==> src/rtl/addr_decode_pkg.sv <==
// Package holding the address map, windows and identifier layout of the address decoder
`default_nettype none
package addr_decode_pkg;
  // Register space windows (inclusive bounds, local byte addresses)
  localparam logic [15:0] REG_SPACE_END  = 16'h03ff;
  localparam logic [15:0] PIM_A_LO       = 16'h0000;
  localparam logic [15:0] PIM_A_HI       = 16'h0009;
  localparam logic [15:0] MMC_A_LO       = 16'h000a;
  localparam logic [15:0] MMC_A_HI       = 16'h000b;
  localparam logic [15:0] PIM_B_LO       = 16'h000c;
  localparam logic [15:0] PIM_B_HI       = 16'h000d;
  localparam logic [15:0] MMC_B_LO       = 16'h0010;
  localparam logic [15:0] MMC_B_HI       = 16'h0017;
  localparam logic [15:0] PART_IDENT_HIGH_OFS = 16'h001a;
  localparam logic [15:0] PART_IDENT_LOW_OFS  = 16'h001b;
  localparam logic [15:0] PIM_C_LO       = 16'h001c;
  localparam logic [15:0] PIM_C_HI       = 16'h001f;
  localparam logic [15:0] DBG_LO         = 16'h0020;
  localparam logic [15:0] DBG_HI         = 16'h002f;
  localparam logic [15:0] CLK_A_LO       = 16'h0034;
  localparam logic [15:0] CLK_A_HI       = 16'h003f;
  localparam logic [15:0] TMR_LO         = 16'h0040;
  localparam logic [15:0] TMR_HI         = 16'h006f;
  localparam logic [15:0] ADC_LO         = 16'h0070;
  localparam logic [15:0] ADC_HI         = 16'h009f;
  localparam logic [15:0] PWM_LO         = 16'h00a0;
  localparam logic [15:0] PWM_HI         = 16'h00c7;
  localparam logic [15:0] ASY_LO         = 16'h00c8;
  localparam logic [15:0] ASY_HI         = 16'h00cf;
  localparam logic [15:0] SPI_LO         = 16'h00d8;
  localparam logic [15:0] SPI_HI         = 16'h00df;
  localparam logic [15:0] NVM_LO         = 16'h0100;
  localparam logic [15:0] NVM_HI         = 16'h0113;
  localparam logic [15:0] INT_ADDR       = 16'h0120;
  localparam logic [15:0] CAN_LO         = 16'h0140;
  localparam logic [15:0] CAN_HI         = 16'h017f;
  localparam logic [15:0] PIM_D_LO       = 16'h0240;
  localparam logic [15:0] PIM_D_HI       = 16'h027f;
  localparam logic [15:0] CLK_B_LO       = 16'h02f0;
  localparam logic [15:0] CLK_B_HI       = 16'h02ff;
  // Memory windows
  localparam logic [15:0] DFL_LO         = 16'h0400;
  localparam logic [15:0] DFL_HI         = 16'h13ff;
  localparam logic [17:0] DFL_GLOBAL_OFS = 18'h04000;
  localparam logic [15:0] RAM_LO         = 16'h1400;
  localparam logic [15:0] RAM_HI_STD     = 16'h27ff;
  localparam logic [15:0] RAM_HI_4K      = 16'h2fff;
  localparam logic [17:0] RAM_GLOBAL_OFS = 18'h30000;
  localparam logic [15:0] PFL_LOW_LO     = 16'h4000;
  localparam logic [15:0] PFL_LOW_HI     = 16'h7fff;
  localparam logic [15:0] PFL_PAGED_LO   = 16'h8000;
  localparam logic [15:0] PFL_PAGED_HI   = 16'hbfff;
  localparam logic [15:0] PFL_HIGH_LO    = 16'hc000;
  localparam logic [17:0] PFL_GLOBAL_OFS = 18'h30000;
  localparam int          PAGE_SHIFT     = 14;
  localparam int          PAGE_W         = 4;
  // Part identifier layout
  localparam int ID_MAJFAM_LSB = 12;
  localparam int ID_MINFAM_LSB = 6;
  localparam int ID_MAJREV_LSB = 4;
  localparam int ID_MINREV_LSB = 0;
  localparam logic [7:0] READ_ZERO = 8'h00;
  // Selected target of one access
  typedef enum logic [4:0] {
    TGT_NONE, TGT_RESERVED, TGT_IDENT, TGT_PORT, TGT_MMC, TGT_CLOCK, TGT_ADC, TGT_PWM,
    TGT_SPI, TGT_TIMER, TGT_DEBUG, TGT_ASYNC, TGT_NVM_REGS, TGT_INTC, TGT_CAN,
    TGT_DFLASH, TGT_RAM, TGT_PFLASH, TGT_UNMAPPED
  } target_t;
endpackage
`default_nettype wire

==> src/rtl/device_address_decoder.sv <==
// Address decoder with register-space steering, part identifier and local-to-global mapping
`default_nettype none
module device_address_decoder
  import addr_decode_pkg::*;
#(
  parameter logic [3:0] MAJOR_FAMILY = 4'h1,    // Arbitrary value
  parameter logic [5:0] MINOR_FAMILY = 6'h01,   // Arbitrary value
  parameter logic [1:0] MAJOR_REV    = 2'h0,    // Arbitrary value
  parameter logic [3:0] MINOR_REV    = 4'h0,    // Arbitrary value
  parameter logic       RAM_4K       = 1'b0,
  parameter logic [15:0] NVM_VERSION = 16'h0000 // Arbitrary value
) (
  input  wire logic                 sys_clk,
  input  wire logic                 reset_n,
  input  wire logic                 clk_en,
  input  wire logic                 acc_valid,
  input  wire logic                 acc_write,
  input  wire logic [15:0]          acc_addr,
  input  wire logic [7:0]           acc_wdata,
  input  wire logic [PAGE_W-1:0]    flash_page_select,
  output var  logic                 tgt_valid_reg,
  output var  logic                 tgt_write_reg,
  output var  addr_decode_pkg::target_t tgt_sel_reg,
  output var  logic [17:0]          tgt_gaddr_reg,
  output var  logic [7:0]           tgt_wdata_reg,
  output var  logic                 local_rvalid_reg,
  output var  logic [7:0]           local_rdata_reg,
  output var  logic [15:0]          nvm_version_word_reg
);

  // Window hits
  wire logic in_reg   = acc_addr <= REG_SPACE_END;
  wire logic h_port   = (acc_addr <= PIM_A_HI)
                     || (acc_addr >= PIM_B_LO && acc_addr <= PIM_B_HI)
                     || (acc_addr >= PIM_C_LO && acc_addr <= PIM_C_HI)
                     || (acc_addr >= PIM_D_LO && acc_addr <= PIM_D_HI);
  wire logic h_mmc    = (acc_addr >= MMC_A_LO && acc_addr <= MMC_A_HI)
                     || (acc_addr >= MMC_B_LO && acc_addr <= MMC_B_HI);
  wire logic h_ident  = acc_addr == PART_IDENT_HIGH_OFS || acc_addr == PART_IDENT_LOW_OFS;
  wire logic h_clock  = (acc_addr >= CLK_A_LO && acc_addr <= CLK_A_HI)
                     || (acc_addr >= CLK_B_LO && acc_addr <= CLK_B_HI);
  wire logic h_adc    = acc_addr >= ADC_LO && acc_addr <= ADC_HI;
  wire logic h_pwm    = acc_addr >= PWM_LO && acc_addr <= PWM_HI;
  wire logic h_spi    = acc_addr >= SPI_LO && acc_addr <= SPI_HI;
  wire logic h_timer  = acc_addr >= TMR_LO && acc_addr <= TMR_HI;
  wire logic h_debug  = acc_addr >= DBG_LO && acc_addr <= DBG_HI;
  wire logic h_async  = acc_addr >= ASY_LO && acc_addr <= ASY_HI;
  wire logic h_nvm    = acc_addr >= NVM_LO && acc_addr <= NVM_HI;
  wire logic h_intc   = acc_addr == INT_ADDR;
  wire logic h_can    = acc_addr >= CAN_LO && acc_addr <= CAN_HI;
  wire logic [15:0] ram_hi = RAM_4K ? RAM_HI_4K : RAM_HI_STD;
  wire logic h_dflash = acc_addr >= DFL_LO && acc_addr <= DFL_HI;
  wire logic h_ram    = acc_addr >= RAM_LO && acc_addr <= ram_hi;
  wire logic h_pfl_lo = acc_addr >= PFL_LOW_LO && acc_addr <= PFL_LOW_HI;
  wire logic h_paged  = acc_addr >= PFL_PAGED_LO && acc_addr <= PFL_PAGED_HI;
  wire logic h_pfl_hi = acc_addr >= PFL_HIGH_LO;

  // Register space checked first so memory windows never shadow registers
  target_t sel;
  always_comb begin
    if (in_reg) begin
      if (h_port)       sel = TGT_PORT;
      else if (h_mmc)   sel = TGT_MMC;
      else if (h_ident) sel = TGT_IDENT;
      else if (h_clock) sel = TGT_CLOCK;
      else if (h_adc)   sel = TGT_ADC;
      else if (h_pwm)   sel = TGT_PWM;
      else if (h_spi)   sel = TGT_SPI;
      else if (h_timer) sel = TGT_TIMER;
      else if (h_debug) sel = TGT_DEBUG;
      else if (h_async) sel = TGT_ASYNC;
      else if (h_nvm)   sel = TGT_NVM_REGS;
      else if (h_intc)  sel = TGT_INTC;
      else if (h_can)   sel = TGT_CAN;
      else              sel = TGT_RESERVED;
    end else if (h_dflash) sel = TGT_DFLASH;
    else if (h_ram)     sel = TGT_RAM;
    else if (h_pfl_lo || h_paged || h_pfl_hi) sel = TGT_PFLASH;
    else                sel = TGT_UNMAPPED;
  end

  // Local to global translation
  wire logic [17:0] a18       = {2'b00, acc_addr};
  wire logic [17:0] g_dflash  = a18 + DFL_GLOBAL_OFS;
  wire logic [17:0] g_ram     = a18 + RAM_GLOBAL_OFS;
  wire logic [17:0] g_unpaged = a18 + PFL_GLOBAL_OFS;
  wire logic [17:0] g_paged   = {flash_page_select, acc_addr[PAGE_SHIFT-1:0]};
  wire logic [17:0] gaddr     = (sel == TGT_DFLASH) ? g_dflash
                              : (sel == TGT_RAM)    ? g_ram
                              : (sel == TGT_PFLASH) ? (h_paged ? g_paged : g_unpaged)
                              : a18;

  // Identifier word and local read data
  wire logic [15:0] part_ident = (16'(MAJOR_FAMILY) << ID_MAJFAM_LSB)
                               | (16'(MINOR_FAMILY) << ID_MINFAM_LSB)
                               | (16'(MAJOR_REV) << ID_MAJREV_LSB)
                               | (16'(MINOR_REV) << ID_MINREV_LSB);
  wire logic [7:0] ident_byte = (acc_addr == PART_IDENT_HIGH_OFS) ? part_ident[15:8]
                                                                  : part_ident[7:0];
  wire logic local_hit  = sel == TGT_IDENT || sel == TGT_RESERVED;
  wire logic [7:0] lrd  = (sel == TGT_IDENT) ? ident_byte : READ_ZERO;
  // Writes to reserved or read-only identifier go nowhere
  wire logic fwd = acc_valid && !local_hit;

  // Registered outputs, one cycle behind the request
  always_ff @(posedge sys_clk or negedge reset_n) begin
    if (!reset_n) begin
      tgt_valid_reg    <= 1'b0;
      tgt_write_reg    <= 1'b0;
      tgt_sel_reg      <= TGT_NONE;
      tgt_gaddr_reg    <= '0;
      tgt_wdata_reg    <= '0;
      local_rvalid_reg <= 1'b0;
      local_rdata_reg  <= READ_ZERO;
    end else if (clk_en) begin
      tgt_valid_reg    <= fwd;
      tgt_write_reg    <= fwd && acc_write;
      tgt_sel_reg      <= acc_valid ? sel : TGT_NONE;
      tgt_gaddr_reg    <= gaddr;
      tgt_wdata_reg    <= acc_wdata;
      local_rvalid_reg <= acc_valid && local_hit && !acc_write;
      local_rdata_reg  <= lrd;
    end
  end

  // Controller version word as it would sit in the flash information row
  always_ff @(posedge sys_clk or negedge reset_n) begin
    if (!reset_n) nvm_version_word_reg <= '0;
    else if (clk_en) nvm_version_word_reg <= NVM_VERSION;
  end
endmodule // device_address_decoder
`default_nettype wire

==> config.mk <==
export PLATFORM = sky130hd
export DESIGN_NAME = device_address_decoder
export DESIGN_NICKNAME = d
export VERILOG_FILES = /design/src/rtl/addr_decode_pkg.sv /design/src/rtl/device_address_decoder.sv
export SDC_FILE = /design/constraint.sdc
export NUM_CORES = 1
export LEC_CHECK = 0
export ABC_AREA = 1
export BUFFER_PORTS_ARGS = -buffer_cell sky130_fd_sc_hd__buf_2
export CAP_MARGIN = 20
export CORE_ASPECT_RATIO = 1.1
export CORE_MARGIN = 1.5
export CORE_UTILIZATION = 58
export CTS_BUF_LIST = sky130_fd_sc_hd__clkbuf_8
export DETAILED_ROUTE_END_ITERATION = 12
export GPL_TIMING_DRIVEN = 0
export PLACE_DENSITY = 0.94
export RECOVER_POWER = 100
export SYNTH_ARGS = -nofsm -noshare
export SYNTH_HDL_FRONTEND = slang
export SYNTH_SLANG_ARGS = --single-unit
==> constraint.sdc <==
create_clock -name sys_clk -period 1.25 [get_ports sys_clk]
set_input_delay 0.125 -clock sys_clk [delete_from_list [all_inputs] [get_ports sys_clk]]
set_output_delay 0.125 -clock sys_clk [all_outputs]
set_load 0.02 [all_outputs]
### Word-level counts from Yosys, hierarchy flattened

Index checks and enable logic that the tools add are counted.

| cells by class | value |
|---|---|
| add/subtract/negate cells | 2 |
| order comparisons | 41 |
| equal/unequal tests | 8 |
| mux-type cells | 24 |
| reductions and logical operators | 34 |

Operator list:

| cell | count |
|---|---|
| 2-to-1 mux 18 bit | 4 |
| less-or-equal comparator 16 x 8 -> 1 bit (second input constant) | 4 |
| greater-or-equal comparator 16 x 8 -> 1 bit (second input constant) | 3 |
| less-or-equal comparator 16 x 10 -> 1 bit (second input constant) | 3 |
| less-or-equal comparator 16 x 4 -> 1 bit (second input constant) | 3 |
| 2-to-1 mux 4 bit | 12 |
| == test 16 x 5 -> 1 bit (second input constant) | 2 |
| greater-or-equal comparator 16 x 10 -> 1 bit (second input constant) | 2 |
| greater-or-equal comparator 16 bit (second input constant) | 2 |
| greater-or-equal comparator 16 x 4 -> 1 bit (second input constant) | 2 |
| greater-or-equal comparator 16 x 5 -> 1 bit (second input constant) | 2 |
| greater-or-equal comparator 16 x 6 -> 1 bit (second input constant) | 2 |
| greater-or-equal comparator 16 x 7 -> 1 bit (second input constant) | 2 |
| greater-or-equal comparator 16 x 9 -> 1 bit (second input constant) | 2 |
| less-or-equal comparator 16 x 5 -> 1 bit (second input constant) | 2 |
| less-or-equal comparator 16 x 6 -> 1 bit (second input constant) | 2 |
| less-or-equal comparator 16 x 9 -> 1 bit (second input constant) | 2 |
| logical AND 1 bit | 23 |
| 2-to-1 mux 5 bit | 4 |
| adder 17 x 17 -> 18 bit (second input constant) | 1 |
| adder 16 x 15 -> 17 bit (second input constant) | 1 |
| == test 16 x 9 -> 1 bit (second input constant) | 1 |
| greater-or-equal comparator 16 x 11 -> 1 bit (second input constant) | 1 |
| greater-or-equal comparator 16 x 13 -> 1 bit (second input constant) | 1 |
| other kinds (14) | 26 |

| word-level totals | value |
|---|---|
| register bits after elaboration | 42 |
| input bits | 33 |

### Logic depth before layout (Yosys ltp)

| logic depth | value |
|---|---|
| word-level depth | 21 |
| mapped depth | 21 |

### Worst setup path after synthesis

Ideal clock, no wire load.

| timing | value |
|---|---|
| path type | input to register |
| start | input port acc_addr[15] |
| end | register tgt_gaddr_reg[14] |
| arrival time | 1.823 ns |
| data required time | 1.134 ns |
| setup slack | -0.689 ns |
| stages | 19 |
| cell sequence | inv_1 -> ha_1 -> inv_1 -> nor2_1 -> nor2_2 -> nand2_4 -> inv_4 -> buf_6 -> nand3_1 -> nand2_1 -> nand3_1 -> nor2_1 -> nand4_1 -> nand2_1 -> nand3_1 -> nand2_1 -> nand3_1 -> nand2_1 -> nand2_1 |

| on the way | value |
|---|---|
| word-level cells in the longest chain between the ends | 20 |
| elaborated cells on any way between the ends | 95 |
| classes of those cells | order compare (41); eq/ne (6); mux (21); reduce/logical (27) |

RTL lines:

| what | line | RTL |
|---|---|---|
| from (decl) | device_address_decoder.sv:18 | `input wire logic [15:0] acc_addr,` |
| greater-or-equal comparator 16 x 9 -> 1 bit / less-or-equal comparator 16 x 9 -> 1 bit (equally long branches) | device_address_decoder.sv:50 | `wire logic h_can = acc_addr >= CAN_LO && acc_addr <= CAN_HI;` |
| logical AND 1 bit | device_address_decoder.sv:50 |  |
| 2-to-1 mux 4 bit | device_address_decoder.sv:74 | `else if (h_can) sel = TGT_CAN;` |
| 2-to-1 mux 4 bit | device_address_decoder.sv:73 | `else if (h_intc) sel = TGT_INTC;` |
| 2-to-1 mux 4 bit | device_address_decoder.sv:72 | `else if (h_nvm) sel = TGT_NVM_REGS;` |
| 2-to-1 mux 4 bit | device_address_decoder.sv:71 | `else if (h_async) sel = TGT_ASYNC;` |
| 2-to-1 mux 4 bit | device_address_decoder.sv:70 | `else if (h_debug) sel = TGT_DEBUG;` |
| 2-to-1 mux 4 bit | device_address_decoder.sv:69 | `else if (h_timer) sel = TGT_TIMER;` |
| [... 4 more ...] | -- |  |
| 2-to-1 mux 4 bit | device_address_decoder.sv:64 | `else if (h_ident) sel = TGT_IDENT;` |
| 2-to-1 mux 4 bit | device_address_decoder.sv:63 | `else if (h_mmc) sel = TGT_MMC;` |
| 2-to-1 mux 5 bit | device_address_decoder.sv:62 | `if (h_port) sel = TGT_PORT;` |
| 2-to-1 mux 5 bit | device_address_decoder.sv:61 | `if (in_reg) begin` |
| == test 5 bit | device_address_decoder.sv:90 | `: (sel == TGT_PFLASH) ? (h_paged ? g_paged : g_unpaged)` |
| 2-to-1 mux 18 bit | device_address_decoder.sv:90 |  |
| 2-to-1 mux 18 bit | device_address_decoder.sv:89 | `: (sel == TGT_RAM) ? g_ram` |
| 2-to-1 mux 18 bit (*) | device_address_decoder.sv:88 | `wire logic [17:0] gaddr = (sel == TGT_DFLASH) ? g_dflash` |
| to (signal assigned) | device_address_decoder.sv:119 | `tgt_gaddr_reg <= gaddr;` |
| to (decl) | device_address_decoder.sv:24 | `output var logic [17:0] tgt_gaddr_reg,` |

Mark *: on every way between the ends. The rest lies on a longest branch, timed or not.
A chain may end at the register's enable or synchronous reset.

### Final worst setup path

| timing | value |
|---|---|
| start | input port acc_addr[15] |
| end | register tgt_valid_reg |

| on the way | value |
|---|---|
| word-level cells in the longest chain between the ends | 20 |
| elaborated cells on any way between the ends | 93 |
| classes of those cells | order compare (41); eq/ne (5); mux (17); reduce/logical (30) |

RTL lines:

| what | line | RTL |
|---|---|---|
| greater-or-equal comparator 16 x 9 -> 1 bit / less-or-equal comparator 16 x 9 -> 1 bit (equally long branches) | device_address_decoder.sv:50 |  |
| logical AND 1 bit | device_address_decoder.sv:50 |  |
| 2-to-1 mux 4 bit | device_address_decoder.sv:74 |  |
| 2-to-1 mux 4 bit | device_address_decoder.sv:73 |  |
| 2-to-1 mux 4 bit | device_address_decoder.sv:72 |  |
| 2-to-1 mux 4 bit | device_address_decoder.sv:71 |  |
| 2-to-1 mux 4 bit | device_address_decoder.sv:70 |  |
| 2-to-1 mux 4 bit | device_address_decoder.sv:69 |  |
| [... 4 more ...] | -- |  |
| 2-to-1 mux 4 bit | device_address_decoder.sv:64 |  |
| 2-to-1 mux 4 bit | device_address_decoder.sv:63 |  |
| 2-to-1 mux 5 bit | device_address_decoder.sv:62 |  |
| 2-to-1 mux 5 bit (*) | device_address_decoder.sv:61 |  |
| == test 5 x 2 -> 1 bit / == test 5 x 1 -> 1 bit (equally long branches) | device_address_decoder.sv:100 | `wire logic local_hit = sel == TGT_IDENT \|\| sel == TGT_RESERVED;` |
| logical OR 1 bit (*) | device_address_decoder.sv:100 |  |
| zero test 1 bit (*) | device_address_decoder.sv:103 | `wire logic fwd = acc_valid && !local_hit;` |
| logical AND 1 bit (*) | device_address_decoder.sv:103 |  |
| to (signal assigned) | device_address_decoder.sv:116 | `tgt_valid_reg <= fwd;` |
| to (decl) | device_address_decoder.sv:21 | `output var logic tgt_valid_reg,` |

Marks and branches as above.

==> flow_summary.toml <==
[sta]
finClkSkew_ns = 0
relSlewSlack = 0.436
fin_crit_ns = 2.01
tns_ns = -8.65
grt_setup_unrepaired = "true"
worst_slack_ns = -0.762
maxSlewViolCount = 0
hold_viol = 0
worst_pin_slew_ns = 0.846
holdWs_ns = 0.0469
fmax_ghz = 0.497
setup_viol = 14
fin_crit_sh = 1.61

[place]
pre_cts_ws_ns = -1.11
port_buffers = 65
dp_hpwl_um = 7010
gp_congestion = 0.977
place_area_um2 = 3500

[routing]
viasPerCell = 5.81
drcViolationCount = 0
route.met3.wl_um = 1020
drt_iter0_drc = 449
wl_met2_um = 4840
dr_total_vias = 3729
dr.max_layer_used = "met4"
ant_nets = 0
firstDrtPassIters = 7
wirelength_um = 10000
wl_met1_um = 3600
wl_per_cell_um = 15.6

[final_layout]
final_cell_mix = "141 x nand2_1, 44 x buf_4, 42 x clkbuf_1"
multi_input_area_um2 = 1910
synthToLayoutAreaGrowth_pct = 33.4
largest_reg_flops = 18
final_common_cell = "nand2_1"
area.sequential_um2 = 901
nFillCells = 363
n_antenna_cell = 0
drive_gt1_frac = 0.271
final_util = 0.794
final_area_um2 = 3940
fin_nets = 621

[floorplan]
die_w_um = 71.1
ios = 91
die_height_um = 77.9
start_util = 0.595
dieArea_um2 = 5530
core_um2 = 4970
rows = 27

[setup_path]
timing.rr.start = "tgt_sel_reg[0]$_DFFE_PN0P_"
path_cells = "buf_8 -> clkinvlp_4 -> ha_4 -> nand2_8 -> buf_12 -> nor2_4 -> buf_6 -> nand2_2 -> nand2_2 -> nand2_2 -> nand2_2 -> nand3_2 -> nor2_2 -> nand2_1 -> nand2_1 -> nand4_1 -> nor2_2 -> nand2_2 -> nand2_2 -> o21ai_1"
r2r_cells = 1
cp.arrival_ns = 2.18
crit_top_cell = "nand2_2"
r2r_slack_ns = 0.52
cp-start-kind = "primary input"
path_class = "primary input to flop"
cp_max_fo = 5
critPathSlowestCell = "ha_4"
cp.required_ns = 1.41
worstReg2RegEnd = "tgt_sel_reg[0]$_DFFE_PN0P_"
critical_path.max_stage_delay_ns = 0.20
cp-end-kind = "flop"

[clocking]
clk_pin_slew_ns = 0.07
cts_root_buffer = "clkbuf_8"
insertion_delay_ns = 0.28
cts_sinks = 36
clock_path_buffers = 2
cts_tree = "done"
numCtsBuffers = 5
ctsHtreeMaxLevel = 2

[run]
drv_cap = 0

[pwr]
power_leakage_nw = 2.01
ir_drop_mv = 0.408
pwr_density_cell_nw_per_um2 = 857

[synth]
ys_ff_latch = 36
synth_seq_area_share = 0.305
syn_avg_cell_area_um2 = 6.34
yosys_warnings = 0
netlist_instances = 466
ys_async_sr_fraction = 1.00
ys_types = 31
synth_edf_count = 0
syn-cell-area_um2 = 2960
synth_ff_type = "dfrtp_1"

[global_routing]
grt.total_usage = 0.344
grt_pass1_wl_um = 15300
grt_overflow = 0
grt_pass1_vias = 3402
antenna_found_initial = 0
grt_max_degree = 37

[worst_hold_path]
min_from = "acc_wdata[2]"
hold_depth = 3
min_to = "tgt_wdata_reg[2]$_DFFE_PN0P_"
hold_class = "primary input to flop"

[outcome]
violations = "setup timing"
status = "complete, but fails checks"
cells in the mapped netlist, types with 2 or more instances:
cell type  instances  area, um^2
a21oi_1           10        50.1
buf_2              3        15.0
buf_4             22         165
buf_6              2        22.5
clkbuf_1           7        26.3
dfrtp_1           36         901
ha_1               4        50.1
inv_1             41         154
inv_2              5        18.8
inv_4              2        12.5
nand2_1          156         586
nand2_2            8        50.1
nand2_4            2        22.5
nand3_1           43         215
nand3b_1           2        15.0
nand4_1           15        93.8
nor2_1            39         146
nor2_2             5        31.3
nor2_4             5        56.3
nor3_1             6        30.0
nor4_1             2        12.5
o21ai_0           35         175
o21ai_1            8        40.0
metrics by stage:
stage / total power [mW] / cells
2_1_floorplan: 2.03 / 487
3_3_place_gp: 2.35 / 610
3_5_place_dp: 2.38 / 610
4_1_cts: 3.33 / 636
5_1_grt: 3.54 / 642
6_report: 3.38 / 642
critical path, delay by kind of cell:
family	cells	cell delay (ns)
AOI/OAI and AO/OA	1	0.06
and+or+nand+nor	14	1.28
adders and majority gates	1	0.20
buffers and inverters	4	0.50
logic make-up (layout without fill, tap and decap cells):
| logic type | count (synthesis) | count (layout) | share of synthesized area |
|---|---|---|---|
| AOI/OAI and AO/OA | 60 | 60 | 0.111 |
| DFF | 36 | 36 | 0.305 |
| other | 1 | 22 | 0.00127 |
| adders and majority gates | 4 | 4 | 0.0169 |
| and+or+nand+nor | 283 | 283 | 0.426 |
| buffers and inverters | 82 | 179 | 0.140 |
layout make-up:
cell class	count	area share
buffer	34	0.0600
tap	58	0.0184
multi-input combinational	369	0.483
inverter	48	0.0514
clock buffer	7	0.0244
sequential	36	0.228
timing repair buffer	90	0.134
metal layers:
metal | GRT usage | vias to the layer above
met5 | 0 | -
met4 | 0.157 | 0
li1 | - | 1699
met1 | 0.396 | 1671
met2 | 0.614 | 287
met3 | 0.0571 | 72
how the worst max path moves through the flow:
stage / start / cells past startpoint / slack, ns / end
global placement: acc_addr[15] / 20 / -1.10 / tgt_valid_reg$_DFFE_PN0P_
detailed placement: acc_addr[15] / 20 / -1.11 / tgt_valid_reg$_DFFE_PN0P_
CTS: acc_addr[15] / 20 / -0.67 / tgt_valid_reg$_DFFE_PN0P_
global route: acc_addr[15] / 19 / -0.94 / local_rvalid_reg$_DFFE_PN0P_
floorplan: acc_addr[15] / 19 / -0.55 / tgt_valid_reg$_DFFE_PN0P_
finish: acc_addr[15] / 20 / -0.76 / tgt_valid_reg$_DFFE_PN0P_
report_power, final:
group | switching [mW] | internal (mW)
sequential | 0.0653 | 1.27
clock | 0.375 | 0.490
combinational | 0.793 | 0.385
total | 1.23 | 2.15
timing repair:
| item | CTS | global route |
|---|---|---|
| setup endpoints to repair | 14 | 22 |
| pin swaps | 26 | 19 |
| gates resized for setup | 30 | 23 |
| hold buffers | 1 | 0 |
| gates cloned | 2 | 0 |
| buffers inserted | 16 | 6 |
| hold endpoints to repair | 36 | 0 |
Note: power is estimated with default switching activity, not from simulation.
